## config.mk

```make
export PLATFORM = sky130hd
export DESIGN_NAME = external_interrupt_inputs
export DESIGN_NICKNAME = d
export VERILOG_FILES = /design/src/hdl/ext_irq_pkg.sv /design/src/hdl/edge_one_shot.sv /design/src/hdl/external_interrupt_inputs.sv
export SDC_FILE = /design/constraint.sdc
export NUM_CORES = 1
export LEC_CHECK = 0
export ABC_AREA = 0
export BUFFER_PORTS_ARGS = -buffer_cell sky130_fd_sc_hd__buf_2
export CAP_MARGIN = 20
export CORE_UTILIZATION = 50
export DETAILED_ROUTE_END_ITERATION = 8
export PLACE_DENSITY_LB_ADDON = 0.05
export SLEW_MARGIN = 20
export SYNTH_ARGS = -nofsm -noshare
export SYNTH_HDL_FRONTEND = slang
export SYNTH_SLANG_ARGS = --single-unit
```

## constraint.sdc

```tcl
create_clock -name clock -period 1.5 [get_ports clock]
set_clock_uncertainty 0.15 [all_clocks]
set_input_delay 0.3 -clock clock [delete_from_list [all_inputs] [get_ports clock]]
set_output_delay 0.3 -clock clock [all_outputs]
set_load 0.01 [all_outputs]
```

## src/hdl/ext_irq_pkg.sv

```systemverilog
// Purpose: constants for the external interrupt input block
// Assumes: one 125 MHz clock, synchronous active-high reset
// Notes:   register map is local to this block's plain register port
package ext_irq_pkg;

   // ****************************************************************
   // widths
   // ****************************************************************
   localparam int NUM_RISE  = 7;                // rising-edge sources
   localparam int NUM_FALL  = 5;                // falling-edge sources
   localparam int NUM_EDGE  = NUM_RISE + NUM_FALL;
   localparam int ADDR_W    = 4;                // register address width

   // ****************************************************************
   // register offsets
   // ****************************************************************
   localparam logic [3:0] OFF_BUS_CONFIG = 4'h0;  // bus control config
   localparam logic [3:0] OFF_EDGE_ENS   = 4'h1;  // edge source enables
   localparam logic [3:0] OFF_FLAG_ONE   = 4'h2;  // edge flags, w1c
   localparam logic [3:0] OFF_IEN_ONE    = 4'h3;  // edge irq enables
   localparam logic [3:0] OFF_FLAG_TWO   = 4'h4;  // level flags (ro)
   localparam logic [3:0] OFF_IEN_TWO    = 4'h5;  // level irq enables
   localparam logic [3:0] OFF_EDGE_HI    = 4'h6;  // high nibbles of ens and ien
   localparam logic [3:0] OFF_FLAG_HI    = 4'h7;  // edge flags high, w1c

   // ****************************************************************
   // field positions and reset values
   // ****************************************************************
   localparam int          IRQ_PIN_SEL_POS = 6;              // config bit 6
   localparam logic [7:0]  BUS_CONFIG_RST  = 8'h00;
   localparam logic [11:0] EDGE_RST        = 12'h000;
   localparam logic [1:0]  LEVEL_RST       = 2'h0;

endpackage : ext_irq_pkg

```

## src/hdl/edge_one_shot.sv

```systemverilog
// Purpose: synchronise a pin and emit one-cycle edge pulses
// Assumes: pin is asynchronous to clock
// Notes:   first stage feeds only the second stage
`timescale 1ns/10ps
module edge_one_shot (
   input  wire logic clock,    // system clock
   input  wire logic rst,      // sync reset, active high
   input  wire logic pin,      // raw pin level
   output logic      level,    // synchronised level
   output logic      rise,     // one-cycle 0->1 pulse
   output logic      fall      // one-cycle 1->0 pulse
);
   logic meta_reg;   // first synchroniser stage
   logic sync_reg;   // second stage
   logic prev_reg;   // previous synchronised level

   // ****************************************************************
   // two-flop synchroniser plus history
   // ****************************************************************
   always_ff @(posedge clock) begin
      if (rst) begin
         meta_reg <= 1'b0;
         sync_reg <= 1'b0;
         prev_reg <= 1'b0;
      end else begin
         meta_reg <= pin;
         sync_reg <= meta_reg;
         prev_reg <= sync_reg;
      end
   end

   assign level = sync_reg;
   // pulses last one cycle, so a held level never re-fires
   assign rise  = sync_reg & ~prev_reg;
   assign fall  = ~sync_reg & prev_reg;
endmodule : edge_one_shot

```

## src/hdl/external_interrupt_inputs.sv

```systemverilog
// Purpose: external interrupt inputs: edge, level and nonmaskable
// Assumes: pins asynchronous; registers on a plain strobe port
// Notes:   edge flags are write-one-to-clear; set beats clear
//
// Implementation choices: strobed register access and the placing of the registers.
`timescale 1ns/10ps
module external_interrupt_inputs (
   input  wire logic                           clock,            // 125 MHz
   input  wire logic                           rst,              // sync reset
   input  wire logic [ext_irq_pkg::NUM_RISE-1:0] rising_edge_irq_input,  // pins
   input  wire logic [ext_irq_pkg::NUM_FALL-1:0] falling_edge_irq_input, // pins
   input  wire logic                           level_irq_input_one_n,   // pin
   input  wire logic                           level_irq_input_two_n,   // pin
   input  wire logic                           nonmaskable_irq_input_n, // pin
   input  wire logic                           cpu_irq_disable,  // cpu I flag
   input  wire logic [ext_irq_pkg::ADDR_W-1:0]  addr,             // reg address
   input  wire logic [7:0]                     wdata,            // write data
   input  wire logic                           wr,               // write strobe
   input  wire logic                           rd,               // read strobe
   output logic      [7:0]                     rdata,            // read data
   output logic                                irq_req,          // maskable irq
   output logic                                nmi_req           // nmi pulse
);
   localparam int NE = ext_irq_pkg::NUM_EDGE;   // edge sources in total

   // ****************************************************************
   // state and wiring
   // ****************************************************************

   logic [7:0]    bus_control_config;          // config register
   logic [NE-1:0] edge_ens_reg;                // per-pin edge source enable
   logic [NE-1:0] flag_one_reg;                // edge flags
   logic [NE-1:0] ien_one_reg;                 // edge irq enables
   logic [1:0]    interrupt_enable_reg_two;    // level irq enables
   logic [1:0]    interrupt_flag_reg_two;      // level flags
   logic [NE-1:0] edge_pins;                   // all edge pins packed
   logic [NE-1:0] edge_hit;                    // detected active edges
   logic [NE-1:0] edge_rise;                   // rise pulses
   logic [NE-1:0] edge_fall;                   // fall pulses
   logic [1:0]    lvl_sync;                    // level pins synchronised
   logic          nmi_fall;                    // nmi falling pulse
   logic          irq_pin_select_bit;          // config bit 6
   logic [NE-1:0] flag_clr;                    // write-one-to-clear mask
   logic [7:0]    rdata_next;                  // read mux

   assign edge_pins          = {falling_edge_irq_input, rising_edge_irq_input};
   assign irq_pin_select_bit = bus_control_config[ext_irq_pkg::IRQ_PIN_SEL_POS];

   // ****************************************************************
   // pin conditioning
   // ****************************************************************
   genvar g;
   generate
      for (g = 0; g < NE; g++) begin : g_edge
         edge_one_shot u_os (
            .clock (clock),
            .rst   (rst),
            .pin   (edge_pins[g]),
            .level (),
            .rise  (edge_rise[g]),
            .fall  (edge_fall[g])
         );
         // the per-pin enable gates the pulse, so a disabled pin never flags
         // low indices rise-sensitive, high indices fall-sensitive
         if (g < ext_irq_pkg::NUM_RISE) begin : g_r
            assign edge_hit[g] = edge_rise[g] & edge_ens_reg[g];
         end else begin : g_f
            assign edge_hit[g] = edge_fall[g] & edge_ens_reg[g];
         end
      end
   endgenerate

   edge_one_shot u_lvl1 (
      .clock (clock),
      .rst   (rst),
      .pin   (level_irq_input_one_n),
      .level (lvl_sync[0]),
      .rise  (),
      .fall  ()
   );
   edge_one_shot u_lvl2 (
      .clock (clock),
      .rst   (rst),
      .pin   (level_irq_input_two_n),
      .level (lvl_sync[1]),
      .rise  (),
      .fall  ()
   );
   edge_one_shot u_nmi (
      .clock (clock),
      .rst   (rst),
      .pin   (nonmaskable_irq_input_n),
      .level (),
      .rise  (),
      .fall  (nmi_fall)
   );

   // ****************************************************************
   // configuration registers
   // ****************************************************************
   // config and enables written by software; reads have no side effects
   // a write to a read-only or unmapped offset simply falls through
   // the high nibbles share one offset, so a 12-bit field takes two writes
   // config and enables written by software
   always_ff @(posedge clock) begin
      if (rst) begin
         bus_control_config       <= ext_irq_pkg::BUS_CONFIG_RST;
         edge_ens_reg             <= ext_irq_pkg::EDGE_RST;
         ien_one_reg              <= ext_irq_pkg::EDGE_RST;
         interrupt_enable_reg_two <= ext_irq_pkg::LEVEL_RST;
      end else if (wr) begin
         unique case (addr)
            ext_irq_pkg::OFF_BUS_CONFIG: bus_control_config <= wdata;
            ext_irq_pkg::OFF_EDGE_ENS: begin
               edge_ens_reg[7:0] <= wdata;
            end
            ext_irq_pkg::OFF_IEN_ONE: begin
               ien_one_reg[7:0] <= wdata;
            end
            ext_irq_pkg::OFF_IEN_TWO: interrupt_enable_reg_two <= wdata[1:0];
            ext_irq_pkg::OFF_EDGE_HI: begin  // high nibbles of the 12-bit edge fields
               edge_ens_reg[11:8] <= wdata[3:0];
               ien_one_reg[11:8]  <= wdata[7:4];
            end
            default: ;  // unmapped or read-only: ignored
         endcase
      end
   end

   // ****************************************************************
   // edge flags
   // ****************************************************************
   // one place for the register write decode, shared by the clear paths
   function automatic logic reg_write_hit(
      input logic       we,    // write strobe
      input logic [3:0] a,     // bus address
      input logic [3:0] off    // register offset
   );
      return we && (a == off);
   endfunction : reg_write_hit

   // write-one-to-clear mask: low byte and high nibble at two offsets
   always_comb begin
      flag_clr = '0;
      if (reg_write_hit(wr, addr, ext_irq_pkg::OFF_FLAG_ONE)) begin
         flag_clr[7:0] = wdata;
      end
      if (reg_write_hit(wr, addr, ext_irq_pkg::OFF_FLAG_HI)) begin
         flag_clr[11:8] = wdata[3:0];
      end
   end

   // sticky until written one; a new edge wins over the clear
   always_ff @(posedge clock) begin
      if (rst) begin
         flag_one_reg <= ext_irq_pkg::EDGE_RST;
      end else begin
         // clear first, then or in new edges, so no edge is ever lost
         flag_one_reg <= (flag_one_reg & ~flag_clr) | edge_hit;
      end
   end

   // ****************************************************************
   // level flags follow the pins while selected
   // ****************************************************************
   // flags mirror the inverted synchronised pin, so software cannot clear
   // them; the source must release its pin to drop the request
   // deselected inputs read as clear whatever the pin does
   always_ff @(posedge clock) begin
      if (rst) begin
         interrupt_flag_reg_two <= ext_irq_pkg::LEVEL_RST;
      end else begin
         interrupt_flag_reg_two <= ~lvl_sync & {2{irq_pin_select_bit}};
      end
   end

   // ****************************************************************
   // request outputs
   // ****************************************************************
   // both requests are registered, so they never glitch toward the core
   // the disable flag only gates the maskable path; nmi bypasses it
   // nmi is a pulse: the core must latch it, the block keeps no state
   always_ff @(posedge clock) begin
      if (rst) begin
         irq_req <= 1'b0;
         nmi_req <= 1'b0;
      end else begin
         irq_req <= ~cpu_irq_disable &
                    (|(flag_one_reg & ien_one_reg) |
                     |(interrupt_flag_reg_two & interrupt_enable_reg_two));
         nmi_req <= nmi_fall & irq_pin_select_bit;
      end
   end

   // ****************************************************************
   // read port: data in the cycle after the strobe
   // ****************************************************************
   // reads never clear anything, so a polling loop is harmless
   // unmapped offsets return zero rather than stale bus contents
   always_comb begin
      rdata_next = 8'h00;
      unique case (addr)
         ext_irq_pkg::OFF_BUS_CONFIG: rdata_next = bus_control_config;
         ext_irq_pkg::OFF_EDGE_ENS:   rdata_next = edge_ens_reg[7:0];
         ext_irq_pkg::OFF_FLAG_ONE:   rdata_next = flag_one_reg[7:0];
         ext_irq_pkg::OFF_IEN_ONE:    rdata_next = ien_one_reg[7:0];
         ext_irq_pkg::OFF_FLAG_TWO:   rdata_next = {6'h00, interrupt_flag_reg_two};
         ext_irq_pkg::OFF_IEN_TWO:    rdata_next = {6'h00, interrupt_enable_reg_two};
         ext_irq_pkg::OFF_EDGE_HI:    rdata_next = {ien_one_reg[11:8], edge_ens_reg[11:8]};
         ext_irq_pkg::OFF_FLAG_HI:    rdata_next = {4'h0, flag_one_reg[11:8]};
         default:                     rdata_next = 8'h00;  // unmapped reads zero
      endcase
   end

   // data stands for one cycle per strobe cycle, zero otherwise
   always_ff @(posedge clock) begin
      if (rst) begin
         rdata <= 8'h00;
      end else begin
         rdata <= rd ? rdata_next : 8'h00;  // idle bus reads as zero
      end
   end
endmodule : external_interrupt_inputs

```

==> impl_results.md, run 1 <==
* Worst-path cell chain: a22oi_1, nand2_1, a221oi_1, a311oi_1
* Post-synthesis cell area at 3740 sq um
* Starting Density at 51.5%
* Max frequency at 0.722 GHz
* Post-DP HPWL at 5620 um
* Vias per cell at 5.19
* Initial antenna violation count at 0
* Fin cells at 550
* Ant. Diodes at 0
* Dpl ws at -0.154 ns
* Hold Crit Class: in -> reg
* Cell Pwr Density at 1050 nW/um^2
* # resized after CTS at 0
* Worst slew pin tran at 0.387 ns
* Post-Route WL at 8230 um
* Worst flop-to-flop path startpoint: ien_one_reg[10]$_SDFFE_PP0P_
* Post-Synthesis Cells at 373
* CTS Buf Count at 9
* Ys Warns at 0
* FF-to-FF path depth at 4
* Peak VDD IR at 0.681 mV
* RR Endpoint: irq_req$_SDFF_PP0_
* Ratio of cells with drive above 1 in the final layout at 22.4%
* Remaining global-route overflow at 0
* IO Pins at 42
* Clk buf depth at 2
* Max stage delay on crit path at 0.36 ns
* Final nets at 478
* Synthesized flop and latch total at 101
* CP bufs+invs at 0
* Die width at 88.5 um
* FF/Latch Area at 2020 sq um
* Fill count at 645
* Dpl cells at 519
* Rows at 31
* Die H at 88.5 um
* Outcome: completed
* Final Cell Area at 4530 sq um
* Crit path launch type: flip-flop
* Clk slew on worst S/H paths at 0.10 ns
* Area grow syn2layout at 21.1%
* Die area at 7820 sq um
* Mapped Nets at 405
* FF-to-FF setup slack at 0.11 ns
* CP Class: reg -> reg
* Core Util, Final at 62.4%
* GRT Total Usage at 22.7%
* GP Congestion at 0.821
* Hold Fails Final Rpt at 0
* DRT iter0 DRCs at 168
* Port bufs at 41
* Crit path required time at 1.57 ns
* Multi-input logic area at 1540 sq um
* Vias at 2856
* Worst Hold Launch: rising_edge_irq_input[6]
* Root Buffer: clkbuf_8
* Worst Setup SP: ien_one_reg[10]$_SDFFE_PP0P_
* Crit-path leading delay family: compound AO/OA/AOI/OAI gates
* Crit share post-route at 92.4%
* Maxcap violations at 0
* Worst path slowest cell: dfxtp_1
* Final ANT Viol Nets at 0
* RSZ-0062 raised after global routing: no
* Pleak at 1.80 nW
* WP data arrival at 1.46 ns
* Residual DRC count at 0
* Sequential fraction of the synthesis area at 54.1%
* Cts hold-fix bufs at 15
* CTS sink cnt at 101
* CTS tree: built
* Syn Area/Cell at 10.0 sq um
* Placed Area at 4180 sq um
* Final setup viols at 0
* Hold path depth at 2
* Largest net degree at the start of global routing at 46
* # H-tree levels at 3
* Post-CTS setup buffers at 0
* Min cycle time layout at 1.39 ns
* Skew-Pair Late Insertion Delay at 0.36 ns
* Vias in the first global route at 2660
* Setup ws final at 0.114 ns
* Post-synth cell types at 32
* Total core area at 7250 sq um
* Wire length of the first global-routing pass at 13200 um
* Fin. max-slew vios at 0
* Initial DRT Pass Iterations at 4
* Slew HR at 74.2%
* Hold Path End: g_edge[6].u_os.meta_reg$_SDFF_PP0_
* Wire per inst at 15.0 um
* Critical Path End Type: flip-flop
* Crit path max fanout at 3
routing by layer:
| layer | global-route usage [%] | up-vias | part of all wire (%) |
|---|---|---|---|
| met5 | 0 | - | 0 |
| met4 | 8.06 | 0 | 1.6 |
| met3 | 3.64 | 10 | 3.9 |
| met2 | 34.9 | 74 | 45 |
| met1 | 32.3 | 1339 | 50 |
| li1 | - | 1433 | - |
report_power, final:
part | switching, mW | internal [mW]
sequential | 0.0227 | 2.74
clock | 0.969 | 0.678
combinational | 0.174 | 0.161
worst register-to-register path: cells and delay by family, from the launching register on:
family | cells | cell delay [ns]
and+or+nand+nor | 1 | 0.08
DFF | 1 | 0.36
AOI/OAI and AO/OA | 3 | 0.67
layout make-up:
type / instances / area share (%)
multi-input combinational: 236 / 34.0
tap: 99 / 2.74
sequential: 101 / 44.7
timing repair buffer: 85 / 13.2
inverter: 13 / 1.08
clock buffer: 10 / 3.04
clock inverter: 6 / 1.22
synthesized netlist by cell type:
cell | count | area share [%]
mux2i_1 | 25 | 6.7
a22oi_1 | 6 | 1.2
nand2_1 | 23 | 2.3
a22o_1 | 10 | 2.3
nor2b_2 | 1 | 0.23
dfxtp_1 | 101 | 54
buf_6 | 3 | 0.90
nor3_4 | 1 | 0.44
a32oi_1 | 9 | 2.1
and3_1 | 1 | 0.17
a21oi_1 | 21 | 2.8
nor4b_4 | 1 | 0.64
a31oi_1 | 1 | 0.17
nand4_1 | 1 | 0.17
mux2_2 | 10 | 3.0
buf_2 | 5 | 0.67
nor3b_1 | 1 | 0.20
nor2_1 | 37 | 3.7
buf_4 | 3 | 0.60
nand3_1 | 20 | 2.7
nor2b_1 | 46 | 7.7
clkbuf_1 | 12 | 1.2
a221oi_1 | 3 | 0.70
o21ai_0 | 6 | 0.80
and4b_1 | 1 | 0.27
and4bb_2 | 2 | 0.67
nand3b_1 | 5 | 1.0
nand2b_1 | 1 | 0.17
o311ai_0 | 1 | 0.23
a311oi_1 | 1 | 0.23
a222oi_1 | 2 | 0.54
inv_1 | 13 | 1.3
through the flow:
| stage | power, mW | TNS, ns | hold slack [ns] |
|---|---|---|---|
| 4_1_cts | 4.78 | 0 | 0.0230 |
| 3_5_place_dp | 3.13 | -5.15 | 0.221 |
| 2_1_floorplan | 2.98 | -0.180 | 0.218 |
| 5_1_grt | 4.94 | 0 | 0.0386 |
| 3_3_place_gp | 3.12 | -4.03 | 0.222 |
| 6_report | 4.74 | 0 | 0.0288 |
cell families after synthesis:
family	count (synthesis)	share of synthesized area [%]
flip-flops	101	54.1
AND/OR/NAND/NOR	141	20.4
multiplexers	35	9.71
AO/OA/AOI/OAI	60	11.1
buffers and inverters	36	4.69
placed cells by master (no fill, tap or decap), types with 2 or more instances in the layout:
cell type / synthesis / layout
inv_1: 13 / 13
nand2_1: 23 / 23
mux2_2: 10 / 10
buf_4: 3 / 27
inv_8: 0 / 2
nand3b_1: 5 / 5
a22oi_1: 6 / 6
nor2_1: 37 / 37
o21ai_0: 6 / 6
a32oi_1: 9 / 9
dfxtp_1: 101 / 101
a21oi_1: 21 / 21
clkinvlp_4: 0 / 2
a221oi_1: 3 / 3
a22o_1: 10 / 10
nand3_1: 20 / 20
and4bb_2: 2 / 2
buf_2: 5 / 41
a222oi_1: 2 / 2
mux2i_1: 25 / 25
clkinv_4: 0 / 2
clkbuf_8: 0 / 10
nor2b_1: 46 / 46
dlygate4sd3_1: 0 / 15
buf_12: 0 / 2
worst max-delay path by stage:
| stage | end | slack [ns] | depth (start not counted) |
|---|---|---|---|
| floorplan | edge_ens_reg[7]$_SDFFE_PP0P_ | -0.02 | 6 |
| global placement | rdata[5]$_SDFF_PP0_ | -0.14 | 5 |
| detailed placement | rdata[5]$_SDFF_PP0_ | -0.15 | 5 |
| CTS | irq_req$_SDFF_PP0_ | 0.12 | 4 |
| global route | rdata[3]$_SDFF_PP0_ | 0.006 | 4 |
| finish | irq_req$_SDFF_PP0_ | 0.11 | 4 |
No activity file was read; power rests on OpenSTA's default activity.
==> inputs of run 2 (changes only) <==
--- a/config.mk
+++ b/config.mk
@@ -5,7 +5,7 @@
 export SDC_FILE = /design/constraint.sdc
 export NUM_CORES = 1
 export LEC_CHECK = 0
-export ABC_AREA = 0
+export ABC_AREA = 1
 export BUFFER_PORTS_ARGS = -buffer_cell sky130_fd_sc_hd__buf_2
 export CAP_MARGIN = 20
 export CORE_UTILIZATION = 50
==> run 2 against run 1 <==
  * Sequential share of layout area is essentially flat
  * First-iteration DRC count rose by 65%
  * Final cell count is 23% higher
  * Non-clock buffer count decreased by 13
  * Area after synthesis rose by 2.2%
  * Clock-buffer cell count did not move
  * Largest cell class unchanged
  * Largest power group unchanged
==> impl_results.md, run 2 <==
* DRT iter0 DRCs at 277 (was 168)
* Post-synth EDFFs at 0 (unchanged)
* Root Buffer: clkbuf_8 (unchanged)
* Ant. Diodes at 0 (unchanged)
* RSZ-0062 raised after global routing: no (unchanged)
* Total core area at 7330 sq um (was 7250 sq um)
* Clk buf depth at 2 (unchanged)
* Area grow syn2layout at 18.6% (was 21.1%)
* Area share of the largest cell type after synthesis at 52.9% (was 54.1%)
* FF/Latch Area at 2020 sq um (unchanged)
* Initial antenna violation count at 0 (unchanged)
* Vias at 3273 (was 2856)
* Outcome: completed (unchanged)
* Largest net degree at the start of global routing at 50 (was 46)
* Ratio of cells with drive above 1 in the final layout at 14.8% (was 22.4%)
* Post-synth cell types at 19 (was 32)
* Worst path slowest cell: dfxtp_1 (unchanged)
* Post-DP HPWL at 6270 um (was 5620 um)
* Crit path launch type: flip-flop (unchanged)
* Slew HR at 77.9% (was 74.2%)
* Initial DRT Pass Iterations at 5 (was 4)
* Hold Fails Final Rpt at 0 (unchanged)
* CP Class: reg -> out (was reg -> reg)
* # H-tree levels at 3 (unchanged)
* Post-CTS setup buffers at 0 (unchanged)
* Worst-path cell chain: buf_2 (was a22oi_1, nand2_1, a221oi_1, a311oi_1)
* CP bufs+invs at 1 (was 0)
* Min cycle time layout at 1.26 ns (was 1.39 ns)
* Final setup viols at 0 (unchanged)
* Sequential fraction of the synthesis area at 52.9% (was 54.1%)
* Post-Route WL at 8820 um (was 8230 um)
* Worst slew pin tran at 0.331 ns (was 0.387 ns)
* Placed Area at 4180 sq um (about the same)
* Die area at 7990 sq um (was 7820 sq um)
* Crit path required time at 1.05 ns (was 1.57 ns)
* Top cells by area, synth: dfxtp_1, nand2_1, inv_1, nand3_1, nor2_1 (was dfxtp_1, nor2b_1, mux2i_1, nor2_1, mux2_2)
* Die width at 89.4 um (was 88.5 um)
* Critical Path End Type: output pin (was flip-flop)
* Syn Area/Cell at 7.53 sq um (was 10.0 sq um)
* Post-Synthesis Cells at 507 (was 373)
* Post-synthesis cell area at 3820 sq um (was 3740 sq um)
* Top FF cell, synth: dfxtp_1 (unchanged)
* Rows at 31 (unchanged)
* Final TNS setup at 0 ns (unchanged)
* Ys async rst share at 0% (unchanged)
* Final ANT Viol Nets at 0 (unchanged)
* Pleak at 1.96 nW (was 1.80 nW)
* Maxcap violations at 0 (unchanged)
* Peak VDD IR at 0.864 mV (was 0.681 mV)
* GP Congestion at 0.893 (was 0.821)
* Most common cell after layout, fill and taps aside: dfxtp_1 (unchanged)
* Remaining global-route overflow at 0 (unchanged)
* CTS tree: built (unchanged)
* GRT Total Usage at 24.3% (was 22.7%)
* Final Cell Area at 4530 sq um (about the same)
* CTS sink cnt at 101 (unchanged)
* Most numerous cell in the Yosys netlist: dfxtp_1 (unchanged)
* Max frequency at 0.792 GHz (was 0.722 GHz)
* # resized after CTS at 0 (unchanged)
* Cell Pwr Density at 1060 nW/um^2 (was 1050 nW/um^2)
* Die H at 89.4 um (was 88.5 um)
* Synth top cells by count: dfxtp_1, nand2_1, inv_1 (was dfxtp_1, nor2b_1, nor2_1)
* Skew-Pair Late Insertion Delay at 0.36 ns (about the same)
* Most frequent cells in the layout: dfxtp_1, nand2_1, inv_1, nor2_1, nand3_1 (was dfxtp_1, nor2b_1, buf_2, nor2_1, buf_4)
* WP data arrival at 0.81 ns (was 1.46 ns)
* Residual DRC count at 0 (unchanged)
* Vias per cell at 4.85 (was 5.19)
* Synthesized flop and latch total at 101 (unchanged)
* Ys Warns at 0 (unchanged)
* Wire per inst at 13.1 um (was 15.0 um)
* CTS Buf Count at 9 (unchanged)
* Starting Density at 52.1% (was 51.5%)
* Hold Crit Class: in -> reg (unchanged)
* Crit path max fanout at 1 (was 3)
* Fill count at 714 (was 645)
* Max stage delay on crit path at 0.33 ns (was 0.36 ns)
* Synth area leader: dfxtp_1 (unchanged)
* IO Pins at 42 (unchanged)
* Clk slew on worst S/H paths at 0.10 ns (about the same)
* Port bufs at 41 (unchanged)
* Wire length of the first global-routing pass at 14300 um (was 13200 um)
* Crit-path leading delay family: flip-flops (was compound AO/OA/AOI/OAI gates)
* Mapped Nets at 539 (was 405)
* Fin. max-slew vios at 0 (unchanged)
* Multi-input logic area at 1380 sq um (was 1540 sq um)
* Crit share post-route at 84.2% (was 92.4%)
* Vias in the first global route at 2940 (was 2660)
* Final nets at 603 (was 478)
-- run 2: cell types whose count changed in the layout (fill, tap and decap cells not counted), moves of 25 or more --
| cell | before | now |
|---|---|---|
| nor2b_1 | 46 | 0 |
| mux2i_1 | 25 | 0 |
| nand3_1 | 20 | 55 |
| a21oi_1 | 21 | 50 |
| inv_1 | 13 | 79 |
| nor2_1 | 37 | 72 |
| nand2_1 | 23 | 82 |
-- run 2: what timing repair did --
action                                 in CTS  in global routing
setup endpoints to repair                   0                  0
endpoints found under the hold margin      15                  0
hold buffers                               15                  0
-- run 2: metrics by stage --
stage	util (%)	power (mW)	worst slack, ns	cells	hold WS, ns
after CTS	61.8	4.87	0.214	675	0.0258
after floorplan	-	3.00	0.235	507	0.218
after global placement	57.0	3.13	-0.00534	644	0.222
after global routing	61.8	5.04	0.183	675	0.0140
final	61.8	4.82	0.237	675	0.0277
after detailed placement	57.0	3.14	-0.0503	644	0.222
-- run 2: power by group --
group / switching, mW / total (mW) / internal (mW) / leakage (nW)
Combinational: 0.203 / 0.334 / 0.131 / 1.03
Clock: 1.01 / 1.71 / 0.702 / 0.104
Sequential: 0.0283 / 2.78 / 2.75 / 0.822
-- run 2: per-layer routing --
| metal | GRT usage [%] | vias up | part of all wire [%] |
|---|---|---|---|
| met5 | 0 | - | 0 |
| met4 | 7.79 | 0 | 1.7 |
| met3 | 6.37 | 13 | 5.6 |
| met2 | 39.4 | 95 | 45 |
| met1 | 31.8 | 1457 | 48 |
| li1 | - | 1708 | - |
-- run 2: cells by family after synthesis --
kind of cell / Yosys count / synth area share (%)
buffers and inverters: 100 / 10.8
AOI/OAI and AO/OA: 87 / 11.5
and+or+nand+nor: 219 / 24.7
DFF: 101 / 52.9
-- run 2: layout make-up --
cell class | count | area share, %
clock buffers | 10 | 3.04
clock inverters | 6 | 1.44
inverters | 81 | 6.83
multi-input cells | 306 | 30.5
flip-flops and latches | 101 | 44.7
well taps | 99 | 2.74
repair buffers | 72 | 10.8
-- run 2: final timing paths --
kind	start	slack (ns)	depth (start not counted)	end
worst min-delay path	cpu_irq_disable	0.03	3	irq_req$_SDFF_PP0_
worst min register to register	u_lvl1.level$_SDFF_PP0_	0.24	1	interrupt_flag_reg_two[0]$_SDFF_PP0_
worst max register to register	interrupt_enable_reg_two[1]$_SDFFE_PP0P_	0.38	5	irq_req$_SDFF_PP0_
worst max-delay path	rdata[2]$_SDFF_PP0_	0.24	1	rdata[2]
